### config.mk
export PLATFORM = sky130hd
export DESIGN_NAME = iols_regs
export DESIGN_NICKNAME = d
export VERILOG_FILES = /design/src/rtl/iols_pkg.sv /design/src/rtl/iols_pin_sync.sv /design/src/rtl/iols_regs.sv
export SDC_FILE = /design/constraint.sdc
export NUM_CORES = 1
export LEC_CHECK = 0
export BUFFER_PORTS_ARGS = -buffer_cell sky130_fd_sc_hd__buf_2
export CAP_MARGIN = 10
export CORE_UTILIZATION = 45
export CTS_CLUSTER_DIAMETER = 50
export DETAILED_ROUTE_END_ITERATION = 7
export MAX_ROUTING_LAYER = met4
export PLACE_DENSITY_LB_ADDON = 0.05
export SYNTH_ARGS = -nofsm -noshare
export SYNTH_HDL_FRONTEND = slang
export SYNTH_SLANG_ARGS = --single-unit
### constraint.sdc
create_clock -name sys_clk_i -period 2.5 [get_ports sys_clk_i]
set_clock_uncertainty 0.1 [all_clocks]
set_input_delay 0.25 -clock sys_clk_i [delete_from_list [all_inputs] [get_ports sys_clk_i]]
set_output_delay 0.25 -clock sys_clk_i [all_outputs]
set_load 0.1 [all_outputs]
### src/rtl/iols_pkg.sv
// Package for the I/O window top and downstream bus status block.
// Assumes a byte-wide configuration access port from the bridge core.
package iols_pkg;

  // Configuration offsets
  localparam logic [7:0] OFS_IO_WINDOW_BOTTOM   = 8'h1c;
  localparam logic [7:0] OFS_IO_WINDOW_TOP      = 8'h1d;
  localparam logic [7:0] OFS_BUS_STATUS_LO      = 8'h1e;
  localparam logic [7:0] OFS_BUS_STATUS_HI      = 8'h1f;
  localparam logic [7:0] OFS_IO_BOTTOM_UPPER    = 8'h30;
  localparam logic [7:0] OFS_IO_TOP_UPPER       = 8'h32;

  // Window field layout
  localparam int         IO_FIELD_MSB           = 7;
  localparam int         IO_FIELD_LSB           = 4;
  localparam logic [3:0] IO_ADDR_WIDTH_CODE     = 4'h1;
  localparam logic [7:0] IO_WINDOW_TOP_RESET    = 8'h01;
  localparam logic [7:0] IO_WINDOW_BOTTOM_RESET = 8'h01;
  localparam logic [11:0] IO_TOP_LOW_FILL       = 12'hfff;
  localparam logic [11:0] IO_BOTTOM_LOW_FILL    = 12'h000;

  // Status bit positions
  localparam int BIT_PARITY_FAULT  = 15;
  localparam int BIT_SYSTEM_FAULT  = 14;
  localparam int BIT_MASTER_ABORT  = 13;
  localparam int BIT_TARGET_ABORT  = 12;
  localparam int BIT_FAST_CLOCK    = 5;
  localparam logic [1:0] DECODE_SPEED_MEDIUM = 2'h1;
  localparam logic       FAST_B2B_CAPABLE    = 1'b1;

  // Pin synchroniser depth
  localparam int SYNC_STAGES = 3;

  // Secondary bus events, one pulse each per cycle
  typedef struct packed {
    logic addr_attr_error;  // Address or attribute error as target
    logic write_data_error; // Data error as write target
    logic read_data_error;  // Data error as read master
    logic system_error;     // System error seen
    logic master_abort;     // Our master transaction aborted
    logic target_abort;     // Target abort received
  } iols_event_t;

  // Configuration access
  typedef struct packed {
    logic       rd;     // Read strobe
    logic       wr;     // Write strobe
    logic [7:0] addr;   // Byte offset
    logic [7:0] wdata;  // Write byte
  } iols_cfg_req_t;

endpackage

### src/rtl/iols_pin_sync.sv
// Three-stage pin synchroniser with agreement filter.
// Assumes the pin is asynchronous to sys_clk_i.
`timescale 1ns/1ps
`default_nettype none
module iols_pin_sync
  import iols_pkg::*;
(
  input  wire logic sys_clk_i, // System clock
  input  wire logic rst_i,     // Sync reset, high
  input  wire logic ce_i,      // Clock enable
  input  wire logic pin_i,     // Raw pin
  output logic      level_o    // Filtered level
);

  logic [SYNC_STAGES-1:0] stage_ff; // Shift chain
  logic                   level_ff; // Accepted level

  // Chain; first stage feeds only the second
  always_ff @(posedge sys_clk_i)
  begin
    if (rst_i)
      stage_ff <= '0;
    else if (ce_i)
      stage_ff <= {stage_ff[SYNC_STAGES-2:0], pin_i};
  end

  // Accept a change once stages two and three agree
  always_ff @(posedge sys_clk_i)
  begin
    if (rst_i)
      level_ff <= 1'b0;
    else if (ce_i && (stage_ff[1] == stage_ff[2]))
      level_ff <= stage_ff[2];
  end

  assign level_o = level_ff;

endmodule
`default_nettype wire

### src/rtl/iols_regs.sv
// I/O window top register, downstream bus status register and the
// I/O window compare of the bridge configuration space.
// Assumes single-byte config accesses from the bridge core.
// Operation
// - I/O window top register at 1Dh
// - Bits 7:4 give address bits 15:12
// - Low twelve top bits read as FFFh
// - Top bits 31:16 from register 32h
// - Bits 3:0 read 1h; reset 01h
// - Bottom low bits zero; forward within range
// - Sixteen-bit status register at 1Eh
// - Status resets to 02X0h
// - Bit 15 on address/attribute error
// - Bit 15 on write/read data error
// - Parity bit ignores parity response enable
// - Bit 14 on system error seen
// - Bit 13 on our master abort
// - Bit 12 on received target abort
// - Bits 10:9 read 01b
// - Bit 5 follows fast clock pin
`timescale 1ns/1ps
`default_nettype none
module iols_regs
  import iols_pkg::*;
(
  input  wire logic          sys_clk_i,      // 40 MHz clock
  input  wire logic          rst_i,          // Sync reset, high
  input  wire logic          ce_i,           // Clock enable
  input  wire iols_cfg_req_t cfg_req_i,      // Config access
  output logic [7:0]         cfg_rdata_o,    // Read byte
  output logic               cfg_hit_o,      // Offset is ours
  input  wire iols_event_t   bus_event_i,    // Secondary events
  input  wire logic          parity_response_enable_i, // Unused gate
  input  wire logic          fast_clock_pin_i,   // Pin, async
  input  wire logic [31:0]   io_addr_i,      // I/O address probe
  output logic               io_forward_o,   // Address inside window
  output logic [31:0]        io_window_top_o // Window top address
);

  logic [3:0]  io_window_top_field_ff;    // Top bits 15:12
  logic [3:0]  io_window_bottom_field_ff; // Bottom bits 15:12
  logic [15:0] io_top_upper_ff;           // Top bits 31:16
  logic [15:0] io_bottom_upper_ff;        // Bottom bits 31:16
  logic        parity_fault_seen_ff;      // Status bit 15
  logic        system_fault_seen_ff;      // Status bit 14
  logic        master_abort_seen_ff;      // Status bit 13
  logic        target_abort_received_ff;  // Status bit 12
  logic        fast_clock_capable;        // Synchronised pin
  logic [15:0] bus_status;                // Assembled status
  logic [31:0] io_window_bottom;          // Window bottom address
  logic [7:0]  nxt_rdata;                 // Read mux
  logic        nxt_hit;                   // Decode
  logic        clr_hi;                    // W1C high byte
  logic        parity_event;              // Any parity event

  // Fast clock pin crosses in through its own filter
  // Bit 5 lags a pin change by about four edges
  iols_pin_sync u_fast_clk_sync (
    .sys_clk_i (sys_clk_i),
    .rst_i     (rst_i),
    .ce_i      (ce_i),
    .pin_i     (fast_clock_pin_i),
    .level_o   (fast_clock_capable)
  );

  // Write decode for one offset
  function automatic logic wr_at(input iols_cfg_req_t r,
                                 input logic [7:0] ofs);
    wr_at = r.wr && (r.addr == ofs);
  endfunction

  // Forms a 32-bit window address from upper, field and fill
  function automatic logic [31:0] win_addr(input logic [15:0] up,
                                           input logic [3:0] fld,
                                           input logic [11:0] fill);
    win_addr = {up, fld, fill};
  endfunction

  always_ff @(posedge sys_clk_i)
  begin
    if (rst_i)
      io_window_top_field_ff <= IO_WINDOW_TOP_RESET[7:4];
    // Only the upper nibble takes the write
    else if (ce_i && wr_at(cfg_req_i, OFS_IO_WINDOW_TOP))
      io_window_top_field_ff <=
        cfg_req_i.wdata[IO_FIELD_MSB:IO_FIELD_LSB];
  end

  // Bottom field, kept here for the window compare
  always_ff @(posedge sys_clk_i)
  begin
    if (rst_i)
      io_window_bottom_field_ff <= IO_WINDOW_BOTTOM_RESET[7:4];
    // Low nibble stays the fixed width code
    else if (ce_i && wr_at(cfg_req_i, OFS_IO_WINDOW_BOTTOM))
      io_window_bottom_field_ff <=
        cfg_req_i.wdata[IO_FIELD_MSB:IO_FIELD_LSB];
  end

  // upper sixteen top bits, written a byte at a time
  always_ff @(posedge sys_clk_i)
  begin
    if (rst_i)
      io_top_upper_ff <= 16'h0000;
    else if (ce_i)
    begin
      // Low byte at the base offset
      if (wr_at(cfg_req_i, OFS_IO_TOP_UPPER))
        io_top_upper_ff[7:0] <= cfg_req_i.wdata;
      // High byte one offset up
      if (wr_at(cfg_req_i, OFS_IO_TOP_UPPER + 8'h01))
        io_top_upper_ff[15:8] <= cfg_req_i.wdata;
    end
  end

  // Upper sixteen bottom bits
  always_ff @(posedge sys_clk_i)
  begin
    if (rst_i)
      io_bottom_upper_ff <= 16'h0000;
    else if (ce_i)
    begin
      // Low byte at the base offset
      if (wr_at(cfg_req_i, OFS_IO_BOTTOM_UPPER))
        io_bottom_upper_ff[7:0] <= cfg_req_i.wdata;
      // High byte one offset up
      if (wr_at(cfg_req_i, OFS_IO_BOTTOM_UPPER + 8'h01))
        io_bottom_upper_ff[15:8] <= cfg_req_i.wdata;
    end
  end

  // Clear strobe for the status high byte only
  always_comb
  begin
    // Low byte holds no clearable bits, so no strobe
    clr_hi = ce_i && wr_at(cfg_req_i, OFS_BUS_STATUS_HI);
  end

  // address/attribute, write data or read data error
  // parity response enable deliberately not used
  assign parity_event = bus_event_i.addr_attr_error
                      | bus_event_i.write_data_error
                      | bus_event_i.read_data_error;

  // event set wins over the software clear
  always_ff @(posedge sys_clk_i)
  begin
    if (rst_i)
      parity_fault_seen_ff <= 1'b0;
    else if (ce_i)
    begin
      // New event sets, even against a clear
      if (parity_event)
        parity_fault_seen_ff <= 1'b1;
      // Write one to bit 15 clears
      else if (clr_hi && cfg_req_i.wdata[BIT_PARITY_FAULT-8])
        parity_fault_seen_ff <= 1'b0;
    end
  end

  // system error seen on the secondary bus
  always_ff @(posedge sys_clk_i)
  begin
    if (rst_i)
      system_fault_seen_ff <= 1'b0;
    else if (ce_i)
    begin
      // New event sets, even against a clear
      if (bus_event_i.system_error)
        system_fault_seen_ff <= 1'b1;
      // Write one to bit 14 clears
      else if (clr_hi && cfg_req_i.wdata[BIT_SYSTEM_FAULT-8])
        system_fault_seen_ff <= 1'b0;
    end
  end

  // master abort on our own transaction
  always_ff @(posedge sys_clk_i)
  begin
    if (rst_i)
      master_abort_seen_ff <= 1'b0;
    else if (ce_i)
    begin
      // New event sets, even against a clear
      if (bus_event_i.master_abort)
        master_abort_seen_ff <= 1'b1;
      // Write one to bit 13 clears
      else if (clr_hi && cfg_req_i.wdata[BIT_MASTER_ABORT-8])
        master_abort_seen_ff <= 1'b0;
    end
  end

  always_ff @(posedge sys_clk_i)
  begin
    if (rst_i)
      target_abort_received_ff <= 1'b0;
    else if (ce_i)
    begin
      // New event sets, even against a clear
      if (bus_event_i.target_abort)
        target_abort_received_ff <= 1'b1;
      // Write one to bit 12 clears
      else if (clr_hi && cfg_req_i.wdata[BIT_TARGET_ABORT-8])
        target_abort_received_ff <= 1'b0;
    end
  end

  // status assembly; unlisted bits read zero
  // fast clock bit from the filtered pin
  // reset view 02X0h follows from the above
  always_comb
  begin
    bus_status                   = 16'h0000;
    bus_status[BIT_PARITY_FAULT] = parity_fault_seen_ff;
    bus_status[BIT_SYSTEM_FAULT] = system_fault_seen_ff;
    bus_status[BIT_MASTER_ABORT] = master_abort_seen_ff;
    bus_status[BIT_TARGET_ABORT] = target_abort_received_ff;
    bus_status[10:9]             = DECODE_SPEED_MEDIUM;
    bus_status[7]                = FAST_B2B_CAPABLE;
    bus_status[BIT_FAST_CLOCK]   = fast_clock_capable;
  end

  // Read mux; low bits of the top register are a constant
  always_comb
  begin
    nxt_rdata = 8'h00;
    nxt_hit   = 1'b1;
    unique case (cfg_req_i.addr)
      // width code constant in bits 3:0
      OFS_IO_WINDOW_TOP:
        nxt_rdata = {io_window_top_field_ff, IO_ADDR_WIDTH_CODE};
      // Bottom shares the same width code
      OFS_IO_WINDOW_BOTTOM:
        nxt_rdata = {io_window_bottom_field_ff, IO_ADDR_WIDTH_CODE};
      // Status low byte: fixed bits and pin
      OFS_BUS_STATUS_LO:
        nxt_rdata = bus_status[7:0];
      // Status high byte: event flags, speed
      OFS_BUS_STATUS_HI:
        nxt_rdata = bus_status[15:8];
      // Top upper, low byte
      OFS_IO_TOP_UPPER:
        nxt_rdata = io_top_upper_ff[7:0];
      // Top upper, high byte
      OFS_IO_TOP_UPPER + 8'h01:
        nxt_rdata = io_top_upper_ff[15:8];
      // Bottom upper, low byte
      OFS_IO_BOTTOM_UPPER:
        nxt_rdata = io_bottom_upper_ff[7:0];
      // Bottom upper, high byte
      OFS_IO_BOTTOM_UPPER + 8'h01:
        nxt_rdata = io_bottom_upper_ff[15:8];
      // Not ours: zero data, no hit
      default:
        nxt_hit = 1'b0;
    endcase
  end

  // Registered read data, one cycle after the strobe
  always_ff @(posedge sys_clk_i)
  begin
    if (rst_i)
    begin
      cfg_rdata_o <= 8'h00;
      cfg_hit_o   <= 1'b0;
    end
    // Idle cycles return zero and no hit
    else if (ce_i)
    begin
      cfg_rdata_o <= cfg_req_i.rd ? nxt_rdata : 8'h00;
      cfg_hit_o   <= cfg_req_i.rd && nxt_hit;
    end
  end

  // top fills low twelve bits with ones
  always_comb
  begin
    io_window_top_o  = win_addr(io_top_upper_ff,
                                io_window_top_field_ff,
                                IO_TOP_LOW_FILL);
    io_window_bottom = win_addr(io_bottom_upper_ff,
                                io_window_bottom_field_ff,
                                IO_BOTTOM_LOW_FILL);
  end

  // inclusive range compare, registered
  // Costs a cycle of latency but keeps the output a flop
  always_ff @(posedge sys_clk_i)
  begin
    if (rst_i)
      io_forward_o <= 1'b0;
    else if (ce_i)
      io_forward_o <= (io_addr_i >= io_window_bottom)
                   && (io_addr_i <= io_window_top_o);
  end

endmodule
`default_nettype wire

==> flow_summary_export.csv <==
group,metric,value,unit
timing,rsz0062_at_grt,"false",
setup_path,critPathArrivalTime,2.33,ns
drt,avgViaCountPerCell,5.40,
timing,hold_violations,0,
clock_tree,cts-buffers-inserted,9,
yosys,ys_warn_count,0,
drt,wl_met2,4970,um
global_route,antenna_found_initial,0,
placement,io_buffers,89,
die,initial_core_util,46.9,%
clock_tree,insertion_delay,0.34,ns
die,die_area,8450,sq um
die,core_area,7770,sq um
yosys,synth.avg_cell_area,8.29,sq um
setup_path,slowest_delay,0.36,ns
drt,initialDrtViolationCount,147,
global_route,grt_usage,25.4,%
power,p_leak,1.89,nW
clock_tree,clk_pin_slew,0.06,ns
power,ir_drop,0.341,mV
yosys,yosys_most_used_dff,"dfxtp_1",
placement,dp_hpwl,7700,um
setup_path,critPathCaptureType,"flop",
die,die_w,92.0,um
clock_tree,holdBufCountCts,0,
timing,finalSetupTns,0,ns
yosys,synth_edf_count,0,
placement,gp_congestion,0.874,
die,row_count,32,
drt,dr.max_layer_used,"met4",
finish,postLayoutCoreUtil,55.7,%
min_path,hold_path_class,"in -> reg",
clock_tree,cts_buffer_depth,2,
drt,wl_met1,4440,um
setup_path,cp.required,2.65,ns
power,power,2.00,mW
yosys,ys_types,43,
job,drv_cap,0,
clock_tree,cts_max_level,3,
drt,vias,3439,
timing,slew_viol_final,0,
drt,wl,9950,um
timing,setup_viol,0,
drt,ant_nets,0,
setup_path,critPathMaxFanout,4,
drt,dr.pass1.iters,5,
global_route,grt_pass1_wl,16000,um
setup_path,cp_slowest_cell,"dfxtp_2",
finish,fin_nets,631,
setup_path,start_kind,"flop",
global_route,overflow,0,
timing,period_minus_slack,2.18,ns
global_route,grt_max_degree,24,
power,p_per_area,463,nW/um^2
finish,diodes,0,
yosys,yosysSeqAreaShare,31.9,%
setup_path,crit_chain,"inv_1 -> ha_1 -> and3_1 -> a221o_1 -> a22o_1 -> o31a_1 -> o22a_1 -> o32ai_1",
drt,routed-wl-met3,446,um
die,chipHeight,92.0,um
yosys,syn-instance-count,439,
finish,drive_gt1_share,23.0,%
yosys,syn_area,3640,sq um
finish,areaGrowthSynthToFinish,18.8,%
clock_tree,postCtsSetupBuffers,0,
timing,post-route-period-util,87.3,%
setup_path,setup.worst_path.class,"reg -> reg",
finish,fill_cells,798,
yosys,async_flop_share,0,%
yosys,synth_seq_cells,58,
die,pin_count,103,
drt,drc_errors,0,
drt,wl_per_cell,15.6,um
global_route,grt_pass1_vias,3173,
clock_tree,root_buffer,"clkbuf_8",
timing,clock.fmax,458,MHz
clock_tree,cts.sinks,58,
clock_tree,cts_resized,0,
clock_tree,cts_tree,"built",
status,status,"complete, no violations",
-- layout make-up --
class | count | area [sq um] | area share, %
Clock buffer | 13 | 149 | 3.44
Tap cell | 102 | 128 | 2.95
Clock inverter | 3 | 15.0 | 0.347
Timing Repair Buffer | 100 | 528 | 12.2
Inverter | 47 | 176 | 4.08
Sequential cell | 58 | 1160 | 26.9
Multi-Input combinational cell | 314 | 2160 | 50.0
-- report_power, final --
group	switching [mW]	total (mW)	internal [mW]
registers	0.00449	0.936	0.932
clock network	0.373	0.755	0.382
logic	0.217	0.313	0.0967
total	0.594	2.00	1.41
-- state kept, by name, indices dropped and copies added (netlist names), 3 cells and up --
register	count
cfg_rdata_o	8
io_bottom_upper_ff	16
io_top_upper_ff	16
io_window_bottom_field_ff	4
io_window_top_field_ff	4
u_fast_clk_sync.stage_ff	3
-- cells in the final DEF, fill, tap and decap left out, types with 17 or more instances in the layout --
cell type / Yosys / layout
dfxtp_1: 58 / 55
buf_2: 6 / 89
ha_1: 40 / 40
inv_1: 47 / 47
a21oi_1: 38 / 38
nor2_1: 63 / 63
mux2i_1: 37 / 37
nand2_1: 26 / 26
o21ai_0: 17 / 17
-- per-layer routing --
| metal | vias to the layer above | global-route usage (%) |
|---|---|---|
| met5 | - | - |
| met4 | 0 | 6.90 |
| met3 | 12 | 5.31 |
| met2 | 98 | 41.9 |
| met1 | 1633 | 31.4 |
| li1 | 1696 | - |
-- cell families after synthesis --
| group | after synthesis | share of synthesized area [%] |
|---|---|---|
| buf+inv | 78 | 9.79 |
| mux | 40 | 12.0 |
| other cells | 1 | 0.103 |
| flops | 58 | 31.9 |
| fa+ha+maj | 40 | 13.7 |
| simple gates | 134 | 17.5 |
| compound gates | 88 | 14.9 |
-- Yosys cell counts, types with 2 or more instances --
| library cell | count | area, sq um |
|---|---|---|
| a221oi_1 | 4 | 35.0 |
| a21o_1 | 3 | 22.5 |
| mux2i_1 | 37 | 370 |
| nand3_1 | 12 | 60.1 |
| a211oi_1 | 5 | 37.5 |
| inv_1 | 47 | 176 |
| nor4_1 | 5 | 31.3 |
| nor3_1 | 3 | 15.0 |
| nand4_1 | 9 | 56.3 |
| mux4_2 | 3 | 67.6 |
| nor2_1 | 63 | 236 |
| dfxtp_1 | 58 | 1160 |
| a21oi_1 | 38 | 190 |
| buf_4 | 15 | 113 |
| nand2_1 | 26 | 97.6 |
| a22o_1 | 6 | 52.6 |
| clkbuf_1 | 10 | 37.5 |
| buf_2 | 6 | 30.0 |
| and2_1 | 2 | 12.5 |
| and3_1 | 2 | 12.5 |
| nand4b_1 | 2 | 17.5 |
| nor3_4 | 2 | 32.5 |
| nand2b_1 | 2 | 12.5 |
| and4_1 | 2 | 17.5 |
| o22ai_1 | 2 | 12.5 |
| ha_1 | 40 | 500 |
| o21ai_0 | 17 | 85.1 |
| a22oi_1 | 3 | 22.5 |
-- worst max-delay path, delay by kind of cell, from the launching register on --
kind | cells | cell delay, ns
simple gates | 1 | 0.19
fa+ha+maj | 1 | 0.26
flops | 1 | 0.36
compound gates | 5 | 1.11
buf+inv | 1 | 0.08
-- through the flow --
stage | hold WS [ns] | cells | area, sq um | setup slack (ns)
CTS | 0.0360 | 637 | 4330 | 0.302
global route | 0.0433 | 637 | 4330 | 0.185
detailed placement | 0.344 | 621 | 4160 | 0.308
finish | 0.0449 | 637 | 4330 | 0.319
global placement | 0.341 | 621 | 4160 | 0.352
floorplan | 0.294 | 450 | 3690 | 0.0280
-- worst paths after layout --
check | start | depth (start not counted) | end | slack, ns
max | io_top_upper_ff[1] | 8 | io_forward_o | 0.32
min | fast_clock_pin_i | 3 | u_fast_clk_sync.stage_ff[0] | 0.04
max reg2reg | io_top_upper_ff[1] | 8 | io_forward_o | 0.32
min reg2reg | cfg_rdata_o[1] | 2 | cfg_rdata_o[1] | 0.35
(Power assumes the default switching activity.)
